===== config.mk =====
export PLATFORM = sky130hd
export DESIGN_NAME = config_control_status_pins
export DESIGN_NICKNAME = d
export VERILOG_FILES = /design/src/cfg_ctrl_pkg.sv /design/src/config_control_status_pins.sv
export VERILOG_INCLUDE_DIRS = /design/src /design/src/src
export SDC_FILE = /design/constraint.sdc
export NUM_CORES = 1
export LEC_CHECK = 0
export ABC_AREA = 1
export BUFFER_PORTS_ARGS = -buffer_cell sky130_fd_sc_hd__buf_2
export CAP_MARGIN = 20
export CORE_ASPECT_RATIO = 1.1
export CORE_MARGIN = 1.5
export CORE_UTILIZATION = 30
export CTS_CLUSTER_SIZE = 14
export DETAILED_ROUTE_END_ITERATION = 12
export GPL_ROUTABILITY_DRIVEN = 0
export PLACE_DENSITY = 0.52
export SYNTH_ARGS = -nofsm -noshare
export SYNTH_HDL_FRONTEND = slang
export SYNTH_SLANG_ARGS = --single-unit
export TNS_END_PERCENT = 30

===== constraint.sdc =====
create_clock -name ref_clk_i -period 1.57 [get_ports ref_clk_i]
set_clock_uncertainty 0.05 [all_clocks]
set_input_delay 0.157 -clock ref_clk_i [delete_from_list [all_inputs] [get_ports ref_clk_i]]
set_output_delay 0.157 -clock ref_clk_i [all_outputs]
set_load 0.05 [all_outputs]

===== src/cfg_ctrl_cfg.svh =====
// Purpose: Constants for the configuration control and status pin block
// Assumes: 10 MHz reference clock
// Notes: Scheme encodings and timing counts live here as macros
`ifndef CFG_CTRL_CFG_SVH
`define CFG_CTRL_CFG_SVH

// Scheme select codes on the two-bit select input
`define SCHEME_PASSIVE_SERIAL 2'h0
`define SCHEME_FAST_PASSIVE_PARALLEL 2'h1
`define SCHEME_ACTIVE_SERIAL 2'h2
`define SCHEME_ACTIVE_PARALLEL 2'h3

// Power-on reset interval in microseconds and its cycle count at 100 ns
`define POR_TIME_US 100
`define CLK_PERIOD_NS 100
`define POR_CYCLES ((`POR_TIME_US * 1000) / `CLK_PERIOD_NS)

// Initialization cycle length in clock cycles
`define INIT_CYCLES 16

// Edges for our own status release to pass the pin synchroniser and filter
`define STATUS_SETTLE_CYCLES 4

`endif


===== src/cfg_ctrl_pkg.sv =====
// Purpose: Types for the configuration control and status pin block
// Assumes: Nothing beyond the constants header
// Notes: Holds the state enumeration only
package cfg_ctrl_pkg;

  // Configuration engine states
  typedef enum logic [2:0] {
    ST_POR = 3'h0,
    ST_RESET = 3'h1,
    ST_CONFIG = 3'h2,
    ST_INIT = 3'h3,
    ST_USER = 3'h4,
    ST_ERROR = 3'h5
  } cfg_state_type;

endpackage


===== src/config_control_status_pins.sv =====
// Purpose: Control and status handshake pins of a configuration engine
// Assumes: Data path reports image_received_i and image_error_i as pulses
// Notes: Open-drain pins are drive-low enables plus sampled wire levels
// Function
// - Request low in user mode resets, tristates
// - Request returning high starts fresh configuration once chip enable is low
// - Status low after power-up until configuration starts
// - Configuration error pulls status low
// - External status low during configuration means error
// - Status transitions ignored in user mode
// - Load-complete held low until data taken
// - Release load-complete after error-free image
// - Initialize on data received and line high
// - External low on load-complete ignored afterwards
// - Chain-enable output low once configured
// - Active serial: select enables serial memory
// - Active parallel: select enables parallel flash
`timescale 1ns/10ps
`default_nettype none
`include "cfg_ctrl_cfg.svh"

module config_control_status_pins
  import cfg_ctrl_pkg::*;
#(
  parameter int POR_CYCLES = `POR_CYCLES,
  parameter int INIT_CYCLES = `INIT_CYCLES
)
(
  // Clock and reset
  input wire logic ref_clk_i,
  input wire logic reset_n_i,
  // Pin-side control inputs
  input wire logic [1:0] scheme_select_i,
  input wire logic config_request_n_i,
  input wire logic chip_enable_n_i,
  // Open-drain status line: sampled level and pull-low enable
  input wire logic status_n_i,
  output logic status_n_o,
  output logic status_n_oe_o,
  // Open-drain load-complete line
  input wire logic load_complete_i,
  output logic load_complete_o,
  output logic load_complete_oe_o,
  // Open-drain chain enable to next device
  output logic chain_enable_out_n_o,
  output logic chain_enable_out_n_oe_o,
  // External configuration memory select, active low
  output logic memory_select_n_o,
  // Data path handshake, same clock domain
  input wire logic image_received_i,
  input wire logic image_error_i,
  output logic config_active_o,
  // Device state seen by the core
  output logic user_mode_o,
  output logic user_io_tristate_o,
  output logic core_reset_o
);

  // Edges before a low status level in configuration can be trusted
  localparam int SETTLE_CYCLES = `STATUS_SETTLE_CYCLES;
  localparam int CNT_MAX = (POR_CYCLES > INIT_CYCLES) ? POR_CYCLES : INIT_CYCLES;
  localparam int CNT_W = $clog2(((CNT_MAX > SETTLE_CYCLES) ? CNT_MAX : SETTLE_CYCLES) + 1);

  // Whole state of the block as one record
  typedef struct packed {
    cfg_state_type state;
    logic [CNT_W-1:0] count;
    logic [1:0] scheme;
    logic [2:0][1:0] sel_sync;
    logic [1:0] sel_lvl;
    logic [2:0] req_sync;
    logic [2:0] stat_sync;
    logic [2:0] done_sync;
    logic [2:0] ce_sync;
    logic req_lvl;
    logic stat_lvl;
    logic done_lvl;
    logic ce_lvl;
    logic got_image;
  } regs_type;

  regs_type r_reg;
  regs_type r_next;
  logic active_scheme;
  logic status_settled;

  // Our own pull-down of the status line takes a few edges to leave the filter
  assign status_settled = (r_reg.count == CNT_W'(SETTLE_CYCLES));

  // Select output only matters for the two active schemes
  assign active_scheme = (r_reg.scheme == `SCHEME_ACTIVE_SERIAL) ||
                         (r_reg.scheme == `SCHEME_ACTIVE_PARALLEL);

  // Next-state logic: synchronisers, filters and the sequencer
  always_comb
  begin
    r_next = r_reg;
    // Three-stage synchronisers; only the last two stages are compared
    r_next.req_sync = {r_reg.req_sync[1:0], config_request_n_i};
    r_next.stat_sync = {r_reg.stat_sync[1:0], status_n_i};
    r_next.done_sync = {r_reg.done_sync[1:0], load_complete_i};
    r_next.ce_sync = {r_reg.ce_sync[1:0], chip_enable_n_i};
    r_next.sel_sync = {r_reg.sel_sync[1:0], scheme_select_i};
    if (r_reg.req_sync[2] == r_reg.req_sync[1])
    begin
      r_next.req_lvl = r_reg.req_sync[2];
    end
    if (r_reg.stat_sync[2] == r_reg.stat_sync[1])
    begin
      r_next.stat_lvl = r_reg.stat_sync[2];
    end
    if (r_reg.done_sync[2] == r_reg.done_sync[1])
    begin
      r_next.done_lvl = r_reg.done_sync[2];
    end
    if (r_reg.ce_sync[2] == r_reg.ce_sync[1])
    begin
      r_next.ce_lvl = r_reg.ce_sync[2];
    end
    // Scheme pins are static, but still pass the same filter
    if (r_reg.sel_sync[2] == r_reg.sel_sync[1])
    begin
      r_next.sel_lvl = r_reg.sel_sync[2];
    end

    // A low request overrides every state after power-on
    if (r_reg.state != ST_POR && !r_reg.req_lvl)
    begin
      r_next.state = ST_RESET;
      r_next.got_image = 1'b0;
    end
    else
    begin
      unique case (r_reg.state)
        // Hold status low for the power-on interval
        ST_POR:
        begin
          if (r_reg.count == CNT_W'(POR_CYCLES - 1))
          begin
            r_next.count = '0;
            r_next.state = ST_RESET;
          end
          else
          begin
            r_next.count = r_reg.count + 1'b1;
          end
        end
        // Request is high again: start over once enabled
        ST_RESET:
        begin
          r_next.got_image = 1'b0;
          if (!r_reg.ce_lvl)
          begin
            r_next.scheme = r_reg.sel_lvl;
            r_next.count = '0;
            r_next.state = ST_CONFIG;
          end
        end
        // Take in the image; watch for faults
        ST_CONFIG:
        begin
          // The filter still shows our own pull-down for a few edges after release
          if (!status_settled)
          begin
            r_next.count = r_reg.count + 1'b1;
          end
          if (image_error_i || (status_settled && !r_reg.stat_lvl))
          begin
            r_next.state = ST_ERROR;
          end
          else if (image_received_i || r_reg.got_image)
          begin
            r_next.got_image = 1'b1;
            // Wired line must actually read high before initializing
            if (r_reg.done_lvl && status_settled)
            begin
              r_next.count = '0;
              r_next.state = ST_INIT;
            end
          end
        end
        // Initialization cycle, still sensitive to an external status low
        ST_INIT:
        begin
          if (!r_reg.stat_lvl)
          begin
            r_next.state = ST_ERROR;
          end
          else if (r_reg.count == CNT_W'(INIT_CYCLES - 1))
          begin
            r_next.state = ST_USER;
          end
          else
          begin
            r_next.count = r_reg.count + 1'b1;
          end
        end
        // Configured: status and load-complete lines are not looked at
        ST_USER:
        begin
          r_next.state = ST_USER;
        end
        // Stay failed until the host pulses the request low
        ST_ERROR:
        begin
          r_next.state = ST_ERROR;
        end
        default:
        begin
          r_next.state = ST_RESET;
        end
      endcase
    end
  end

  // State register; constants only under reset
  always_ff @(posedge ref_clk_i or negedge reset_n_i)
  begin
    if (!reset_n_i)
    begin
      r_reg <= '{state: ST_POR, count: '0, scheme: 2'h0, sel_sync: '0, sel_lvl: 2'h0,
                 req_sync: 3'h7, stat_sync: 3'h7,
                 done_sync: 3'h0, ce_sync: 3'h7, req_lvl: 1'b1, stat_lvl: 1'b1,
                 done_lvl: 1'b0, ce_lvl: 1'b1, got_image: 1'b0};
    end
    else
    begin
      r_reg <= r_next;
    end
  end

  // Open-drain outputs always drive zero; only the enables move
  assign status_n_o = 1'b0;
  assign load_complete_o = 1'b0;
  assign chain_enable_out_n_o = 1'b0;
  // Status pulled low during power-on, reset and after a fault
  assign status_n_oe_o = (r_reg.state == ST_POR) || (r_reg.state == ST_RESET) ||
                         (r_reg.state == ST_ERROR);
  // Load-complete held low until the image is in
  assign load_complete_oe_o = (r_reg.state == ST_POR) || (r_reg.state == ST_RESET) ||
                              (r_reg.state == ST_ERROR) ||
                              ((r_reg.state == ST_CONFIG) && !r_reg.got_image);
  // Next device enabled once this one is configured
  assign chain_enable_out_n_oe_o = (r_reg.state == ST_USER);
  // Memory select low while reading an active scheme image
  assign memory_select_n_o = !((r_reg.state == ST_CONFIG) && !r_reg.got_image &&
                               active_scheme);
  assign config_active_o = (r_reg.state == ST_CONFIG) && !r_reg.got_image;
  assign user_mode_o = (r_reg.state == ST_USER);
  assign user_io_tristate_o = (r_reg.state != ST_USER);
  assign core_reset_o = (r_reg.state == ST_POR) || (r_reg.state == ST_RESET);

endmodule // config_control_status_pins

`default_nettype wire


### Yosys cells after proc, flatten, opt, wreduce, memory -nomap -nowiden

Index checks and enable logic that the tools add are counted.

| word-level totals | value |
|---|---|
| register bits after elaboration | 40 |
| input bits | 10 |
| output and inout bits | 11 |
| word-level logic and storage cells | 87 |

| cells by class | value |
|---|---|
| add/sub/neg operators | 1 |
| equal/unequal tests | 26 |
| multiplexer cells | 19 |
| bitwise logic cells | 2 |
| reductions and logical operators | 23 |

Operators with widths:

| operator | number |
|---|---|
| $mux W10 | 5 |
| $pmux W10 S4 | 1 |
| $mux W13 | 2 |
| $pmux W3 S6 | 1 |
| $mux W15 | 1 |
| $mux W3 | 5 |
| $ne A3 B3 Y1 const B | 5 |
| $ne A4 B4 Y1 const B | 3 |
| $add A10 B1 Y10 const B | 1 |
| $eq A10 B10 Y1 const B | 1 |
| $eq A10 B3 Y1 const B | 1 |
| $eq A10 B4 Y1 const B | 1 |
| $reduce_and A5 Y1 | 2 |
| $eq A3 B2 Y1 const B | 2 |
| $eq A3 B3 Y1 const B | 2 |
| $logic_or A1 B1 Y1 | 6 |
| $ne A2 B2 Y1 const B | 3 |
| $reduce_and A3 Y1 | 2 |
| $reduce_bool A3 Y1 | 2 |
| $logic_and A1 B1 Y1 | 5 |
| $eq A1 B1 Y1 | 4 |
| $eq A2 B2 Y1 const B | 2 |
| $logic_not A1 Y1 | 4 |
| $reduce_bool A4 Y1 | 1 |
| other kinds (6) | 9 |

### Logic depth before layout (Yosys ltp)

| logic depth | value |
|---|---|
| word-level depth | 7 |
| mapped depth | 11 |
| mapped depth without buffers | 11 |

### Least setup slack after synthesis

No wires, ideal clock.

| timing path | value |
|---|---|
| path type | reg2out |
| start | register r_reg[39] (netlist bit) |
| end | output user_io_tristate_o |
| data arrival time | 2.273 ns |
| required time | 1.363 ns |
| slack | -0.910 ns |
| cell stages (with the launch flop) | 4 |
| buffers on the path | 0 |
| path through | dfrtp_1 inv_2 nor3_1 inv_1 |

| on the way | value |
|---|---|
| cells in the longest elaborated chain, start to end | 1 |

Ends and longest elaborated chain:

| element | RTL line | source |
|---|---|---|
| from (decl) | config_control_status_pins.sv:82 | `regs_type r_reg;` |
| from (signal assigned) | config_control_status_pins.sv:221 | `r_reg <= '{state: ST_POR, count: '0, scheme: 2'h0, sel_sync: '0, sel_lvl: 2'h0,` |
| from (signal assigned) | config_control_status_pins.sv:228 | `r_reg <= r_next;` |
| $ne A3 B3 Y1 | config_control_status_pins.sv:250 | `assign user_io_tristate_o = (r_reg.state != ST_USER);` |
| to (decl) | config_control_status_pins.sv:55 | `output logic user_io_tristate_o,` |

Every way passes these cells.

### Worst setup path in the final report

| timing path | value |
|---|---|
| start | register r_reg[39] (netlist bit) |
| end | output load_complete_oe_o |

| on the way | value |
|---|---|
| cells in the longest elaborated chain, start to end | 4 |
| elaborated cells on any way between the ends | 8 |
| classes of those cells | eq/ne: 3; reduce/logical: 5 |

Ends and longest elaborated chain:

| element | RTL line | source |
|---|---|---|
| $eq A3 B1 Y1 or $logic_not A3 Y1 (tied branches) | config_control_status_pins.sv:240 | `assign load_complete_oe_o = (r_reg.state == ST_POR) \|\| (r_reg.state == ST_RESET) \|\|` |
| $logic_or A1 B1 Y1 (2 in a row) | config_control_status_pins.sv:240 |  |
| $logic_or A1 B1 Y1 (*) | config_control_status_pins.sv:241 | `(r_reg.state == ST_ERROR) \|\|` |
| to (decl) | config_control_status_pins.sv:43 | `output logic load_complete_oe_o,` |

Mark *: on every way between the ends. The rest lies on a longest branch, timed or not.

==> results <==
- Cells with a size suffix above 1 make up 45.98% of the layout.
- Once detail routing completed, the nets flagged for antenna violations numbered 0.
- Derived from the worst setup path, the maximum achievable clock frequency is 564.5 MHz.
- The max-slew violation count is 0.
- After detailed routing, the total wire length is 4497 um.
- The kind of cell with the highest combined delay on the critical path is simple AND/OR/NAND/NOR gates.
- The run finished, with violations left.
- Setup repair after global routing could not meet its margin everywhere.
- In this run the deepest clock path goes through 2 buffers.
- CTS saw 38 sinks.
- The kind of critical path is flip-flop to primary output.
- Dividing the final minimum period by the clock period gives 112.8%.
- The root buffer cell chosen for the clock tree is sky130_fd_sc_hd__clkbuf_8.
- The first-pass iteration count of the detailed router is 4.
- The parity-gate share of the synthesized area counting xor and xnor cells is 2.662%.
- The cell repeated most along the worst path is sky130_fd_sc_hd__or2_4.
- The via count is 1772.
- For this run, design rule violations remaining after detail routing come to 0.
- Dividing the synthesized area by the synthesized cell count gives 8.547 um2.
- Measured against the total synthesized area, the mux share comes to 0%.
- Entering global routing, the biggest net connects 39 pins.
- For this run, the slowest stage of the critical path takes 410 ps.
- By area, the combinational part of the netlist is dominated by simple AND/OR/NAND/NOR gates.
- The final count of negative-setup-slack endpoints is 20.
- The first global-routing pass estimated 7748 um of wire.
- The total buffers and inverters traversed by the critical path is 2.
- In this run the static leakage power is 1.368 nW.
- The adder and majority gate portion of the synthesized area is 5.196%.
- The worst setup path is captured at a primary output.
- The initial standard-cell utilization of the core is 31.50%.
- The worst path in the final design needs a cycle of 1771 ps, including I/O delays and setup.
- The most common cell after layout, fill and taps aside is sky130_fd_sc_hd__buf_4.
- The post-synthesis cell type count is 35.
- After Yosys synthesis, and, or, nand and nor cells account for 25.48% of the synthesized area.
- Summing the areas of all compound-gate instances in the mapped netlist gives 9.759% of the synthesized area.
- The checks that failed: setup timing.
- The floorplan step defined a die boundary enclosing 7078 um2.
- The synthesized netlist occupies a cell area of 1974 um2.
- For this run, the post-layout net count is 325.
- The number of antenna diodes is 0.
- The synthesis warning total is 0.
- The horizontal extent of the die is 80.35 um.
- The total negative setup slack is -1525 ps.
- The kind of start point of the critical path is a flip-flop.
- The overall overflow remaining after global route is 0.
- For this run, the total global-route usage over all layers was measured as 14.23%.
- The register with the most flip-flops in the layout has 26 of them.
- The number of global-route vias before repair is 1736.
- Max-cap violations in this run came to 0.
- The biggest area contributor in the post-synthesis netlist is sky130_fd_sc_hd__dfrtp_1.
- The critical path goes through inv_2, ha_4, or2_4, or2_4, buf_8.
- The number of placement rows is 30.
- On the final layout, the worst hold slack is 169.0 ps.
- The number of buffers added on ports is 17.
- Leaving out fill and tap cells, the most frequent cells in the layout are 50 x sky130_fd_sc_hd__buf_4, 34 x sky130_fd_sc_hd__nand2_1, 24 x sky130_fd_sc_hd__dfrtp_1.
- The area overhead of the layout relative to synthesis is 48.67%.
- Clock latency on the worst-skew pair, taken at its later pin, is 290 ps.
- TritonCTS built the clock tree.
- The area fraction of the dominant cell type after synthesis is 32.95%.
- Among all stages on the critical path, the largest delay is contributed by sky130_fd_sc_hd__dfrtp_1.
- The average vias per placed instance is 4.532.
- Along the worst path, the maximum fanout reaches 5.
- The initial antenna violation count is 0.
- The cell area power density is 1885 nW/um2.
- Across the VDD grid, the largest voltage drop is 0.001205 V.
- The clock transition at the registers of the reported paths is 80 ps.
- The total CTS buffers is 5.
- The average wire per standard cell is 11.50 um.
- STA puts the critical path data arrival time at 1560 ps.
- The hold violation count in the final report is 0.
- The number of cells produced by synthesis is 231.
- The half-perimeter wire length after placement is 3118 um.
- For the worst setup path, the data required time is 1360 ps.
- The worst hold path class is input pin to flip-flop.
- In this run, synthesis produced a sequential element count of 38.
- The area of the core is 6269 um2.
- The post-synthesis sequential area ratio is 48.92%.
- Yosys attributes the largest share of cell area to sky130_fd_sc_hd__dfrtp_1 33%, sky130_fd_sc_hd__dfstp_2 16%, sky130_fd_sc_hd__nand2_1 8.0%.
- The die height is 88.09 um.
- The I/O pin count is 21.
- The smallest setup slack after layout is -201.4 ps.
- In this run, the number of DRC markers left after iteration 0 of detailed routing was 84.
- The number of H-tree levels is 2.
Yosys cell counts, drive strengths merged:
library cell	n
a31oi	1
o21bai	1
nand3b	1
nand3	10
o22ai	1
nand2	44
a21o	1
maj3	4
dfstp	12
buf	5
or2	3
nor4b	1
conb	1
nand4	2
xnor2	2
xor2	4
o21ai	13
nor3	12
dfrtp	26
ha	5
nor2	32
o211ai	2
and3	1
inv	30
a21oi	17
per-stage QoR:
stage | setup slack [ps] | cells | total power [mW] | cell area [um2] | utilization (%)
finish | -201.4 | 391 | 5.533 | 2935 | 46.83
global route | -242.8 | 391 | 5.913 | 2935 | 46.83
CTS | -170.8 | 388 | 5.290 | 2818 | 44.95
detailed placement | -190.0 | 360 | 3.866 | 2432 | 38.80
global placement | -211.7 | 360 | 3.866 | 2432 | 38.80
floorplan | -65.26 | 233 | 3.007 | 2026 | -
worst paths after layout:
kind                       slack [ps]                 end             start  depth (start not counted)
max                              -200  load_complete_oe_o         r_reg[39]                          5
min                               170            r_reg[0]  image_received_i                          3
max reg2reg                      -100           r_reg[34]         r_reg[39]                          8
min reg2reg                       300          r_next[10]         r_next[9]                          0
max in group asynchronous         710            r_reg[3]         reset_n_i                          3
min in group asynchronous         400          r_next[21]         reset_n_i                          3
metal layers:
metal | vias up | global-route usage, % | wire length [um]
met5 | - | 0 | 0
li1 | 907 | - | -
met3 | 5 | 2.188 | 112
met2 | 27 | 23.91 | 2181
met4 | 0 | 5.643 | 61
met1 | 833 | 18.35 | 2142
power by group:
| group | internal [mW] | switching (mW) | total [mW] | leakage (nW) |
|---|---|---|---|---|
| sequential | 1.16 | 0.157 | 1.32 | 0.449 |
| combinational | 1.40 | 1.83 | 3.23 | 0.851 |
| clock | 0.637 | 0.352 | 0.989 | 0.0683 |
worst reg2reg max path, stage by stage (launching register included):
cell and delay [ps]:
sky130_fd_sc_hd__dfrtp_1 420, sky130_fd_sc_hd__inv_2 140, sky130_fd_sc_hd__buf_4 140, sky130_fd_sc_hd__ha_4 120
sky130_fd_sc_hd__nor2_2 50, sky130_fd_sc_hd__nor3_4 240, sky130_fd_sc_hd__nand2_4 150, sky130_fd_sc_hd__a21oi_1 180
sky130_fd_sc_hd__a21oi_2 80
repair_timing:
action,CTS,global route
gates resized for setup,28,29
endpoints found under the hold margin,32,0
hold buffers,7,0
pin swaps,5,4
setup buffers,11,3
cloned,2,0
setup endpoints to repair,20,22
area by class of cell:
| cell class | count | area, um2 |
|---|---|---|
| multi-input cells | 161 | 1040 |
| flip-flops and latches | 38 | 968.4 |
| clock buffers | 5 | 68.82 |
| repair buffers | 73 | 563.0 |
| inverters | 30 | 122.6 |
| clock inverters | 3 | 68.82 |
| well taps | 80 | 100.1 |
| repair inverters | 1 | 3.754 |
| fillers | 614 | 3333 |
kinds of logic after synthesis:
| group | Yosys count |
|---|---|
| compound gates | 36 |
| xor+xnor | 6 |
| fa+ha+maj | 9 |
| buf+inv | 35 |
| flops | 38 |
| other cells | 1 |
| simple gates | 106 |
(Power assumes the default switching activity.)
